===== src/occ_map.vh =====
/*
 * Register offsets, field positions and reset values of the oscillator
 * clock configuration register block.
 * Assumes inclusion by bare name from the design files of this folder.
 */
`ifndef OCC_MAP_VH
`define OCC_MAP_VH

// ------------------------------------------------------------
// Register addresses (word indices on the plain port)
// ------------------------------------------------------------
`define OCC_ADDR_W 2
`define OCC_ADDR_CTRL 2'h0
`define OCC_ADDR_DIV 2'h1
`define OCC_ADDR_FBD 2'h2
`define OCC_ADDR_TUN 2'h3

// ------------------------------------------------------------
// Oscillator control fields
// ------------------------------------------------------------
`define OCC_CUR_HI 14
`define OCC_CUR_LO 12
`define OCC_REQ_HI 10
`define OCC_REQ_LO 8
`define OCC_FREEZE_BIT 7
`define OCC_PLL_LOCK_BIT 5
`define OCC_FAIL_BIT 3
`define OCC_SEC_EN_BIT 1
`define OCC_SWITCH_BIT 0

// ------------------------------------------------------------
// Clock divisor, feedback and trim fields
// ------------------------------------------------------------
`define OCC_ROI_BIT 15
`define OCC_DOZE_HI 14
`define OCC_DOZE_LO 12
`define OCC_DOZE_ENABLE_BIT 11
`define OCC_FRCDIV_HI 10
`define OCC_FRCDIV_LO 8
`define OCC_POST_HI 7
`define OCC_POST_LO 6
`define OCC_PRE_HI 4
`define OCC_PRE_LO 0
`define OCC_FBD_HI 8
`define OCC_FBD_LO 0
`define OCC_TUN_HI 5
`define OCC_TUN_LO 0

// ------------------------------------------------------------
// Reset values and codes
// ------------------------------------------------------------
`define OCC_DOZE_RST 3'h3
`define OCC_FRCDIV_RST 3'h0
`define OCC_POST_RST 2'h1
`define OCC_POST_RSVD 2'h2
`define OCC_PRE_RST 5'h00
`define OCC_FBD_RST 9'h030
`define OCC_TUN_RST 6'h00
`define OCC_FRCDIV_MAX 3'h7
`define OCC_FRCDIV_MAX_LOG 4'h8
`define OCC_SETTLE_CYC 4'ha

`endif


===== src/occ_divider.v =====
/*
 * Power-of-two enable divider: emits a one-cycle pulse every 2**shift
 * cycles of the enable input.
 * Assumes a single system clock and synchronous active-low reset.
 */
module occ_divider #(
  parameter W = 8
) (
  // Clock and reset
  input wire clk_sys_in,
  input wire reset_n_in,
  // Control
  input wire tick_in,
  input wire [3:0] shift_in,
  // Result
  output reg pulse_out
);
  reg [W-1:0] count;
  wire [W:0] span;

  assign span = {{W{1'b0}}, 1'b1} << shift_in;

  always @(posedge clk_sys_in) begin
    if (!reset_n_in) begin
      count <= {W{1'b0}};
      pulse_out <= 1'b0;
    end else begin
      pulse_out <= 1'b0;
      if (tick_in) begin
        if ({1'b0, count} >= span - {{W{1'b0}}, 1'b1}) begin
          count <= {W{1'b0}};
          pulse_out <= 1'b1;
        end else begin
          count <= count + {{(W-1){1'b0}}, 1'b1};
        end
      end
    end
  end
endmodule


===== src/occ_regs.v =====
/*
 * Oscillator clock configuration registers: control, divisor, PLL
 * feedback and fast RC trim, with the switch handshake and doze and
 * fast RC postscaler enables derived from the oscillator tick.
 * Assumes inputs synchronous to clk_sys_in, configuration straps stable
 * at reset release, and an external sequencer that performs the switch.
 */
//
// Behaviour
// - Active source code reads read-only at bits 14-12, eight source codes.
// - Requested source code is writable at bits 10-8, same encoding.
// - Both source fields load from configuration straps on the first edge after reset.
// - Freeze bit 7 with switch mode strap 1 locks the source request, switch and PLL settings.
// - PLL lock bit 5 reads the PLL lock input directly.
// - Fail flag bit 3 set by fail monitor, software clears only.
// - Bit 1 enables the secondary oscillator.
// - Switch request bit 0 starts a switch, clears when switch completes.
// - Unimplemented bits read zero.
// - Recover on interrupt bit 15 lets interrupts clear doze enable.
// - Doze ratio bits 14-12 divide by 2**code, reset code 3.
// - Doze enable bit 11 applies the ratio, else ratio is 1:1.
// - Fast RC postscaler bits 10-8 divide 2**code, 7 gives 256.
// - PLL postscaler bits 7-6: 2, 4 default, reserved, 8.
// - PLL prescaler bits 4-0 divide by code plus two.
// - Feedback multiplier bits 8-0 multiply by code plus two, default 50.
// - Fast RC trim is a signed six-bit offset.
// - Instruction clock is oscillator clock divided by two.
`include "occ_map.vh"

module occ_regs (
  // Clock and reset
  input wire clk_sys_in,
  input wire reset_n_in,
  // Register port
  input wire [`OCC_ADDR_W-1:0] addr_in,
  input wire [15:0] wdata_in,
  input wire wr_in,
  input wire rd_in,
  output reg [15:0] rdata_out,
  // Configuration straps
  input wire [2:0] cfg_source_in,
  input wire clock_switch_mode_cfg_in,
  input wire unlock_in,
  // Oscillator status
  input wire pll_locked_in,
  input wire failsafe_monitor_fail_in,
  input wire switch_done_in,
  input wire interrupt_in,
  input wire osc_tick_in,
  // Oscillator controls
  output reg [2:0] active_source_sel_out,
  output reg [2:0] requested_source_sel_out,
  output reg switch_request_out,
  output reg secondary_osc_enable_out,
  output reg config_locked_out,
  output reg [1:0] pll_postscaler_out,
  output reg [4:0] pll_prescaler_out,
  output reg [8:0] pll_feedback_multiplier_out,
  output reg [5:0] fast_rc_trim_out,
  output reg instr_tick_out,
  output reg periph_tick_out,
  output reg cpu_tick_out,
  output reg frc_tick_out
);
  // ------------------------------------------------------------
  // State
  // ------------------------------------------------------------
  localparam ST_IDLE = 3'b001;
  localparam ST_WAIT = 3'b010;
  localparam ST_SETTLE = 3'b100;

  reg [2:0] state;
  reg [3:0] settle;
  reg [2:0] active_source_sel;
  reg [2:0] requested_source_sel;
  reg config_freeze_bit;
  reg clock_fail_flag;
  reg secondary_osc_enable;
  reg switch_request_bit;
  reg recover_on_interrupt;
  reg [2:0] doze_ratio;
  reg doze_enable;
  reg [2:0] fast_rc_postscaler;
  reg [1:0] pll_postscaler;
  reg [4:0] pll_prescaler;
  reg [8:0] pll_feedback_multiplier;
  reg [5:0] fast_rc_trim;
  reg cfg_loaded;
  reg half;
  reg [15:0] next_rdata;
  wire locked;
  wire wr_ctrl;
  wire cpu_pulse;
  wire frc_pulse;
  wire [3:0] frc_shift;
  wire [3:0] doze_shift;
  wire instr_pulse;
  wire wr_div;
  wire wr_fbd;
  wire wr_tun;

  // ------------------------------------------------------------
  // Helpers
  // ------------------------------------------------------------
  function [3:0] frc_log2;
    input [2:0] code;
    begin
      if (code == `OCC_FRCDIV_MAX)
        frc_log2 = `OCC_FRCDIV_MAX_LOG;
      else
        frc_log2 = {1'b0, code};
    end
  endfunction

  // Write strobe qualified by one register index
  function wr_hit;
    input wr;
    input [`OCC_ADDR_W-1:0] addr;
    input [`OCC_ADDR_W-1:0] sel;
    begin
      wr_hit = wr && addr == sel;
    end
  endfunction

  // Freeze only bites when the switch mode strap allows it
  assign locked = config_freeze_bit & clock_switch_mode_cfg_in;
  assign wr_ctrl = wr_hit(wr_in, addr_in, `OCC_ADDR_CTRL) && unlock_in;
  assign wr_div = wr_hit(wr_in, addr_in, `OCC_ADDR_DIV);
  assign wr_fbd = wr_hit(wr_in, addr_in, `OCC_ADDR_FBD);
  assign wr_tun = wr_hit(wr_in, addr_in, `OCC_ADDR_TUN);
  assign instr_pulse = osc_tick_in & half;
  assign frc_shift = frc_log2(fast_rc_postscaler);
  // Doze off runs the processor at the instruction rate
  assign doze_shift = doze_enable ? {1'b0, doze_ratio} : 4'h0;

  // ------------------------------------------------------------
  // Control register and switch handshake
  // ------------------------------------------------------------
  always @(posedge clk_sys_in) begin
    if (!reset_n_in) begin
      state <= ST_IDLE;
      settle <= 4'h0;
      active_source_sel <= 3'h0;
      requested_source_sel <= 3'h0;
      cfg_loaded <= 1'b0;
      config_freeze_bit <= 1'b0;
      clock_fail_flag <= 1'b0;
      secondary_osc_enable <= 1'b0;
      switch_request_bit <= 1'b0;
    end else begin
      // Straps are taken once, on the first edge after reset
      if (!cfg_loaded) begin
        cfg_loaded <= 1'b1;
        active_source_sel <= cfg_source_in;
        requested_source_sel <= cfg_source_in;
      end else if (wr_ctrl) begin
        config_freeze_bit <= wdata_in[`OCC_FREEZE_BIT];
        secondary_osc_enable <= wdata_in[`OCC_SEC_EN_BIT];
        if (!locked && state == ST_IDLE)
          requested_source_sel <= wdata_in[`OCC_REQ_HI:`OCC_REQ_LO];
      end
      // Monitor set wins over software clear
      if (failsafe_monitor_fail_in)
        clock_fail_flag <= 1'b1;
      else if (wr_ctrl && !wdata_in[`OCC_FAIL_BIT])
        clock_fail_flag <= 1'b0;
      case (state)
        ST_IDLE: begin
          // A request for the running source is aborted at once
          if (cfg_loaded && wr_ctrl && !locked && wdata_in[`OCC_SWITCH_BIT]) begin
            if (wdata_in[`OCC_REQ_HI:`OCC_REQ_LO] == active_source_sel) begin
              switch_request_bit <= 1'b0;
            end else begin
              switch_request_bit <= 1'b1;
              state <= ST_WAIT;
            end
          end
        end
        ST_WAIT: begin
          // The external sequencer reports the new clock running
          if (switch_done_in) begin
            settle <= 4'h0;
            state <= ST_SETTLE;
          end
        end
        ST_SETTLE: begin
          // The new source runs the settle count of ticks before handover
          if (osc_tick_in) begin
            if (settle == `OCC_SETTLE_CYC - 4'h1) begin
              active_source_sel <= requested_source_sel;
              switch_request_bit <= 1'b0;
              state <= ST_IDLE;
            end else begin
              settle <= settle + 4'h1;
            end
          end
        end
        default: begin
          state <= ST_IDLE;
        end
      endcase
    end
  end

  // ------------------------------------------------------------
  // Divisor, feedback and trim registers
  // ------------------------------------------------------------
  always @(posedge clk_sys_in) begin
    if (!reset_n_in) begin
      recover_on_interrupt <= 1'b0;
      doze_ratio <= `OCC_DOZE_RST;
      doze_enable <= 1'b0;
      fast_rc_postscaler <= `OCC_FRCDIV_RST;
      pll_postscaler <= `OCC_POST_RST;
      pll_prescaler <= `OCC_PRE_RST;
      pll_feedback_multiplier <= `OCC_FBD_RST;
      fast_rc_trim <= `OCC_TUN_RST;
    end else begin
      if (wr_div) begin
        recover_on_interrupt <= wdata_in[`OCC_ROI_BIT];
        doze_ratio <= wdata_in[`OCC_DOZE_HI:`OCC_DOZE_LO];
        fast_rc_postscaler <= wdata_in[`OCC_FRCDIV_HI:`OCC_FRCDIV_LO];
        if (!locked) begin
          // Reserved postscaler code is refused
          if (wdata_in[`OCC_POST_HI:`OCC_POST_LO] != `OCC_POST_RSVD)
            pll_postscaler <= wdata_in[`OCC_POST_HI:`OCC_POST_LO];
          pll_prescaler <= wdata_in[`OCC_PRE_HI:`OCC_PRE_LO];
        end
      end
      // Interrupt recovery wins over a concurrent write
      if (recover_on_interrupt && interrupt_in)
        doze_enable <= 1'b0;
      else if (wr_div)
        doze_enable <= wdata_in[`OCC_DOZE_ENABLE_BIT];
      if (wr_fbd && !locked)
        pll_feedback_multiplier <= wdata_in[`OCC_FBD_HI:`OCC_FBD_LO];
      if (wr_tun)
        fast_rc_trim <= wdata_in[`OCC_TUN_HI:`OCC_TUN_LO];
    end
  end

  // ------------------------------------------------------------
  // Read mux
  // ------------------------------------------------------------
  always @* begin
    next_rdata = 16'h0000;
    case (addr_in)
      `OCC_ADDR_CTRL: begin
        next_rdata[`OCC_CUR_HI:`OCC_CUR_LO] = active_source_sel;
        next_rdata[`OCC_REQ_HI:`OCC_REQ_LO] = requested_source_sel;
        next_rdata[`OCC_FREEZE_BIT] = config_freeze_bit;
        next_rdata[`OCC_PLL_LOCK_BIT] = pll_locked_in;
        next_rdata[`OCC_FAIL_BIT] = clock_fail_flag;
        next_rdata[`OCC_SEC_EN_BIT] = secondary_osc_enable;
        next_rdata[`OCC_SWITCH_BIT] = switch_request_bit;
      end
      `OCC_ADDR_DIV: begin
        next_rdata[`OCC_ROI_BIT] = recover_on_interrupt;
        next_rdata[`OCC_DOZE_HI:`OCC_DOZE_LO] = doze_ratio;
        next_rdata[`OCC_DOZE_ENABLE_BIT] = doze_enable;
        next_rdata[`OCC_FRCDIV_HI:`OCC_FRCDIV_LO] = fast_rc_postscaler;
        next_rdata[`OCC_POST_HI:`OCC_POST_LO] = pll_postscaler;
        next_rdata[`OCC_PRE_HI:`OCC_PRE_LO] = pll_prescaler;
      end
      `OCC_ADDR_FBD: begin
        next_rdata[`OCC_FBD_HI:`OCC_FBD_LO] = pll_feedback_multiplier;
      end
      `OCC_ADDR_TUN: begin
        next_rdata[`OCC_TUN_HI:`OCC_TUN_LO] = fast_rc_trim;
      end
      default: begin
        next_rdata = 16'h0000;
      end
    endcase
  end

  // ------------------------------------------------------------
  // Clock enables
  // ------------------------------------------------------------
  occ_divider #(
    .W(8)
  ) u_cpu_div (
    .clk_sys_in(clk_sys_in),
    .reset_n_in(reset_n_in),
    .tick_in(instr_pulse),
    .shift_in(doze_shift),
    .pulse_out(cpu_pulse)
  );

  occ_divider #(
    .W(8)
  ) u_frc_div (
    .clk_sys_in(clk_sys_in),
    .reset_n_in(reset_n_in),
    .tick_in(osc_tick_in),
    .shift_in(frc_shift),
    .pulse_out(frc_pulse)
  );

  // ------------------------------------------------------------
  // Output registers
  // ------------------------------------------------------------

  always @(posedge clk_sys_in) begin
    if (!reset_n_in) begin
      half <= 1'b0;
      rdata_out <= 16'h0000;
      active_source_sel_out <= 3'h0;
      requested_source_sel_out <= 3'h0;
      switch_request_out <= 1'b0;
      secondary_osc_enable_out <= 1'b0;
      config_locked_out <= 1'b0;
      pll_postscaler_out <= `OCC_POST_RST;
      pll_prescaler_out <= `OCC_PRE_RST;
      pll_feedback_multiplier_out <= `OCC_FBD_RST;
      fast_rc_trim_out <= `OCC_TUN_RST;
      instr_tick_out <= 1'b0;
      periph_tick_out <= 1'b0;
      cpu_tick_out <= 1'b0;
      frc_tick_out <= 1'b0;
    end else begin
      if (osc_tick_in)
        half <= ~half;
      instr_tick_out <= instr_pulse;
      periph_tick_out <= instr_pulse;
      cpu_tick_out <= cpu_pulse;
      frc_tick_out <= frc_pulse;
      // Read data stand in the cycle after each read strobe cycle, zero otherwise
      rdata_out <= rd_in ? next_rdata : 16'h0000;
      active_source_sel_out <= active_source_sel;
      requested_source_sel_out <= requested_source_sel;
      switch_request_out <= switch_request_bit;
      secondary_osc_enable_out <= secondary_osc_enable;
      config_locked_out <= locked;
      pll_postscaler_out <= pll_postscaler;
      pll_prescaler_out <= pll_prescaler;
      pll_feedback_multiplier_out <= pll_feedback_multiplier;
      fast_rc_trim_out <= fast_rc_trim;
    end
  end
endmodule


===== config.mk =====
export PLATFORM = sky130hd
export DESIGN_NAME = occ_regs
export DESIGN_NICKNAME = d
export VERILOG_FILES = /design/src/occ_divider.v /design/src/occ_regs.v
export VERILOG_INCLUDE_DIRS = /design/src
export SDC_FILE = /design/constraint.sdc
export NUM_CORES = 1
export LEC_CHECK = 0
export ABC_CLOCK_PERIOD_IN_PS = 3500
export BUFFER_PORTS_ARGS = -buffer_cell sky130_fd_sc_hd__buf_4
export CAP_MARGIN = 20
export CORE_MARGIN = 2
export CORE_UTILIZATION = 30
export DETAILED_ROUTE_END_ITERATION = 8
export GPL_ROUTABILITY_DRIVEN = 1
export HOLD_SLACK_MARGIN = 0.03
export PLACE_DENSITY = 0.57
export SYNTH_ARGS = -nofsm -noshare
export SYNTH_HDL_FRONTEND = slang
export SYNTH_SLANG_ARGS = --single-unit
export TNS_END_PERCENT = 100

===== constraint.sdc =====
create_clock -name clk_sys_in -period 3.5 [get_ports clk_sys_in]
set_input_delay 0.175 -clock clk_sys_in [delete_from_list [all_inputs] [get_ports clk_sys_in]]
set_output_delay 0.175 -clock clk_sys_in [all_outputs]
set_load 0.1 [all_outputs]

**Yosys cells after proc, flatten, opt, wreduce, memory -nomap -nowiden**

Index checks and enable logic that the tools add are counted.

- Bits in registers: 117
- Bits of input ports: 32

- Equal/unequal tests: 18
- Mux-type cells: 40
- Shifts and indexed selects: 2
- Bitwise gates (word level): 5
- Order comparisons: 2
- Reductions and logical operators: 30
- $add $sub $neg: 5

Operators by type and width:

| kind | number |
|---|---|
| 2-to-1 mux 3 bit | 13 |
| >= comparator 8 x 9 -> 1 bit | 2 |
| subtractor 9 x 1 -> 9 bit, second input constant | 2 |
| adder 8 x 1 -> 8 bit, second input constant | 2 |
| 2-to-1 mux 4 bit | 4 |
| 2-to-1 mux 8 bit | 2 |
| logical AND 1 bit | 12 |
| inequality test 2 bit, second input constant | 6 |
| AND reduction 2 bit | 6 |
| 2-to-1 mux 1 bit | 9 |
| one-hot mux 1 bit (3 select lines) | 3 |
| one-hot mux 3 bit (3 select lines) | 1 |
| left shift 1 x 3 -> 9 bit, first input constant | 1 |
| left shift 1 x 4 -> 9 bit, first input constant | 1 |
| one-hot mux 2 bit (4 select lines) | 1 |
| one-hot mux 4 bit (2 select lines) | 1 |
| AND reduction 4 bit | 2 |
| equality test 3 bit, second input constant | 2 |
| inequality test 2 x 1 -> 1 bit, second input constant | 3 |
| one-hot mux 2 bit (3 select lines) | 1 |
| one-hot mux 3 bit (2 select lines) | 1 |
| AND reduction 3 bit | 2 |
| nonzero test 2 bit | 3 |
| AND reduction 5 bit | 1 |
| other kinds (15) | 21 |

**Logic depth before layout (Yosys ltp)**

- Depth in word-level cells: 8
- Depth in mapped cells: 13

**Cells and area by module**

Synthesis repeated with hierarchy kept, for this count alone.

- Cell total of the unflattened synthesis: 564
- Area, all modules: 5227.5 µm²

By module, submodules not included:

| module | area an instance (µm²) | times used | cells an instance |
|---|---|---|---|
| occ_regs | 3708.6 | 1 | 382 |
| occ_divider | 759.5 | 2 | 91 |

**Worst setup path before layout**

No wires, ideal clock.

- Kind: register to register
- Start: register doze_ratio[0]
- End: register u_cpu_div.count[1]
- Setup time: 0.072 ns
- Arrival: 2.385 ns
- Cell stages (with the launch flop): 13
- Path slack: 1.043 ns
- Path buffers: 1
- Period minus slack after synthesis: 2.457 ns
- Cells stage by stage: dfxtp_1 -> clkbuf_1 -> o31a_1 -> ha_1 -> nor2_1 -> nand2_1 -> nand2_1 -> a32oi_1 -> ha_1 -> and3_1 -> a221oi_1 -> o221ai_2 -> a21oi_1

- Longest elaborated chain between the ends: 5

Ends and longest elaborated chain:

| item | line | source |
|---|---|---|
| from (decl) | occ_regs.v:81 | `reg [2:0] doze_ratio;` |
| from (signal assigned) | occ_regs.v:211 | `` doze_ratio <= `OCC_DOZE_RST; `` |
| from (signal assigned) | occ_regs.v:221 | `` doze_ratio <= wdata_in[`OCC_DOZE_HI:`OCC_DOZE_LO]; `` |
| 2-to-1 mux 3 bit | occ_regs.v:134 | `assign doze_shift = doze_enable ? {1'b0, doze_ratio} : 4'h0;` |
| left shift 1 x 3 -> 9 bit | occ_divider.v:21 | `assign span = {{W{1'b0}}, 1'b1} << shift_in;` |
| subtractor 9 x 1 -> 9 bit | occ_divider.v:30 | `if ({1'b0, count} >= span - {{W{1'b0}}, 1'b1}) begin` |
| >= comparator 8 x 9 -> 1 bit | occ_divider.v:30 |  |
| 2-to-1 mux 8 bit | occ_divider.v:30 |  |
| to (signal assigned) | occ_divider.v:25 | `count <= {W{1'b0}};` |
| to (signal assigned) | occ_divider.v:31 | `count <= {W{1'b0}};` |
| to (signal assigned) | occ_divider.v:34 | `count <= count + {{(W-1){1'b0}}, 1'b1};` |
| to (decl) | occ_divider.v:18 | `reg [W-1:0] count;` |

Every way passes these cells.
A chain may end at the register's enable or synchronous reset.

**Worst setup path in the final report**

- Start: register doze_ratio[2]
- End: register u_cpu_div.count[1]

Same word-level chain as after synthesis.

==> run metrics <==
status=complete, no violations; largest family of logic cells by synthesized area=simple AND/OR/NAND/NOR gates; GR Overflow Total=0; Post-synth top flop=dfxtp_1; Root Buffer=clkbuf_16; final core utilization=39.83%; Worst-path clk slew=60 ps; cts repair resizes=0; Sw Share=26.30%; worst path cell trace=o31a_1, ha_1, nor2_1, nand2_1, nand2_1, a32oi_1, ha_1, and3_1, a221oi_1, o221ai_2, a21oi_1; DRT Pass-1 Iters=6; via/cell ratio=4.738; Clock Skews=roughly 5.3 ps; Net Sw Power=0.0008837 W; uppermost layer routed=met4; Max clock buf depth=2; CP Class=reg2reg; clock latency on the worst-skew pair=420 ps; FMAX=~0.38 GHz; leading cell type in the layout, fill and taps excluded=dfxtp_1; Max IR drop VDD=0.0003739 V; ys async rst share=0%; relative max-transition margin=48.78%; delay-heaviest family, CP=compound AO/OA/AOI/OAI gates; Max-cap violations=0; Slew Limit Fails=0; most frequent cells in the layout=dfxtp_1, nand2_1, buf_4, nor2_1, and2_1; DRT iter0 DRCs=322; Final min period=~2700 ps; hold crit path type=in2reg; global-route wire length before repair=between 15000 and 20000 microns; combinational power share=9.3%; WL final=12260 microns; slowest CP cell=dfxtp_1; remaining antenna violation count=0; count of hold-fix buffers inserted at cts=12; Routability Congestion=between 0.8 and 0.9; Clk pwr share=48.9%; fill cell count=1544; largest incremental delay on the critical path=~510 ps; number of setup buffers added after CTS=0; Die X=131.1 microns; post-synthesis sequential area ratio=about half; estimated wirelength of the detail-placed design=roughly 8600 microns; period utilization=76.03%; Pwr Density=533.1 mW/mm^2; vias in the first global route=3917; largest net degree at the start of global routing=54; Post-Syn Area=0.004848 sq mm; Compound-Gate Fraction of Synth Area=13.65%; startpoint types=register; total number of vias=around 4000; Inserted Clock Buffers=17; # rows=46; initial antenna violation count=0; Die Ht=about 130 microns; Post-Synth Simple-Gate Area=22.76%; DRC Markers=0; Metal-1 WL=5565 microns; routed length on met2=5684 microns; met3 WL=825 microns; Least-Margin Pin Slew=768.4 ps; #FFs+latches synth=around 120; CTS tree=built; XOR/XNOR share of the synthesized area=3.613%; Die Footprint=about 0.017 sq mm; Nets=668; IO buf count=82; Synth Area in Adders=under 10%; wire length per cell=14.61 microns; final hold vios=0; Total GRT Usage=14.50%; multiplexer share of the synthesized area=roughly 1.4%; crit path from=doze_ratio[2]; Static Leak=2.631 nW; Buffers & Inverters on Critical Path=0; Num Clock Sinks=about 120; Ys Warns=0; synthesized area per cell=just over 9 sq um; Synth Instances=525; Initial Utilization=30.63%; Cell variety after synth=47; reg-to-reg startpoint=doze_ratio[2]; share of cells above drive strength 1=19.42%; Synthesized Nets=583; Flop pwr share=41.8%; Final setup viols=0; setup_tns=0 ps; Post-synth EDFFs=0; # IOs=83; Arrival @ worst endpoint=about 3000 ps; hold_sp=rd_in; Max FO, Critical Path=10; internal power=0.002476 W; RSZ-0062 raised after global routing=no; Worst setup EP type=register; # H-tree levels=4; core area=0.01583 sq mm; area delta synth->final=30.01%; Req. time, crit path=3840 ps; antenna cells=0
-- cell type report --
class | instances | area [sq um] | share of cell area [%]
Clock buffer | 19 | 442.9 | 7.027
Clock inverter | 13 | 123.9 | 1.965
Inverter | 9 | 33.78 | 0.5359
Multi-Input combinational cell | 369 | 2340 | 37.12
Sequential cell | 117 | 2342 | 37.16
Tap cell | 216 | 270.3 | 4.287
Timing Repair Buffer | 96 | 750.7 | 11.91
-- cells by family (layout without fill, tap and decap cells) --
| kind of cell | Yosys count | in the layout |
|---|---|---|
| AO/OA/AOI/OAI | 89 | 89 |
| multiplexers | 7 | 7 |
| adder cells (fa/ha/maj) | 26 | 26 |
| other | 1 | 1 |
| XOR/XNOR | 20 | 20 |
| AND/OR/NAND/NOR | 226 | 226 |
| buffers and inverters | 39 | 137 |
| flip-flops | 117 | 117 |
-- power groups by stage --
stage	Combinational (W)	Clock (W)	Sequential (W)
floorplan	0.000127	0	0.00151
finish	0.000312	0.00164	0.00140
CTS	0.000313	0.00168	0.00140
detailed placement	0.000299	0	0.00143
global placement	0.000295	0	0.00143
global route	0.000335	0.00174	0.00141
-- Yosys cell counts (2+ instances only) --
cell type | count | share of area, %
dfxtp_1 | 117 | 48
nand2_1 | 84 | 6.5
and2_1 | 36 | 4.6
nor2_1 | 36 | 2.8
ha_1 | 26 | 6.7
a21boi_0 | 25 | 3.9
nand3_1 | 23 | 2.4
clkbuf_1 | 20 | 1.5
a21oi_1 | 15 | 1.5
o21ai_0 | 12 | 1.2
xnor2_1 | 11 | 2.0
inv_1 | 9 | 0.70
xor2_1 | 9 | 1.6
a222oi_1 | 8 | 1.7
and3_1 | 8 | 1.0
nor3_1 | 8 | 0.83
a21o_1 | 7 | 1.1
mux2i_1 | 7 | 1.4
nand2b_1 | 7 | 0.90
a22oi_1 | 6 | 0.93
nand4_1 | 5 | 0.65
buf_2 | 4 | 0.41
buf_4 | 4 | 0.62
or3_1 | 4 | 0.52
and4_1 | 3 | 0.54
nand3b_1 | 3 | 0.46
o211a_1 | 3 | 0.62
a221oi_1 | 2 | 0.36
a31oi_1 | 2 | 0.26
buf_1 | 2 | 0.15
nor3b_1 | 2 | 0.31
o211ai_1 | 2 | 0.31
-- layer usage --
layer / vias to the layer above / track usage, %
met5: - / 0
li1: 1976 / -
met2: 125 / 23.33
met3: 19 / 4.977
met1: 1855 / 17.87
met4: 0 / 5.676
-- sequential cells by signal, summed over array words and instances (netlist names), 4 cells and up --
signal / count
rdata_out: 16
pll_feedback_multiplier: 9
pll_feedback_multiplier_out: 9
u_cpu_div.count: 8
u_frc_div.count: 8
fast_rc_trim: 6
fast_rc_trim_out: 6
pll_prescaler: 5
pll_prescaler_out: 5
settle: 4
-- final timing paths --
kind,to,slack (ps),cells past startpoint
setup / recovery,u_cpu_div.count[1],840,11
hold / removal,rdata_out[11],50,2
setup reg to reg,u_cpu_div.count[1],840,11
hold reg to reg,frc_tick_out,440,1
-- metrics by stage --
stage	setup WS, ps	power, W	std cells	hold WS, ps	area, sq um
after floorplan	1043	0.001635	525	202.7	4848
after global placement	997.4	0.001725	795	393.2	5617
after detailed placement	869.8	0.001731	795	403.4	5617
after CTS	878.4	0.003396	839	30.50	6304
after global routing	617.6	0.003488	839	34.81	6304
final	839.1	0.003360	839	47.78	6304
No activity file was read; power rests on OpenSTA's default activity.
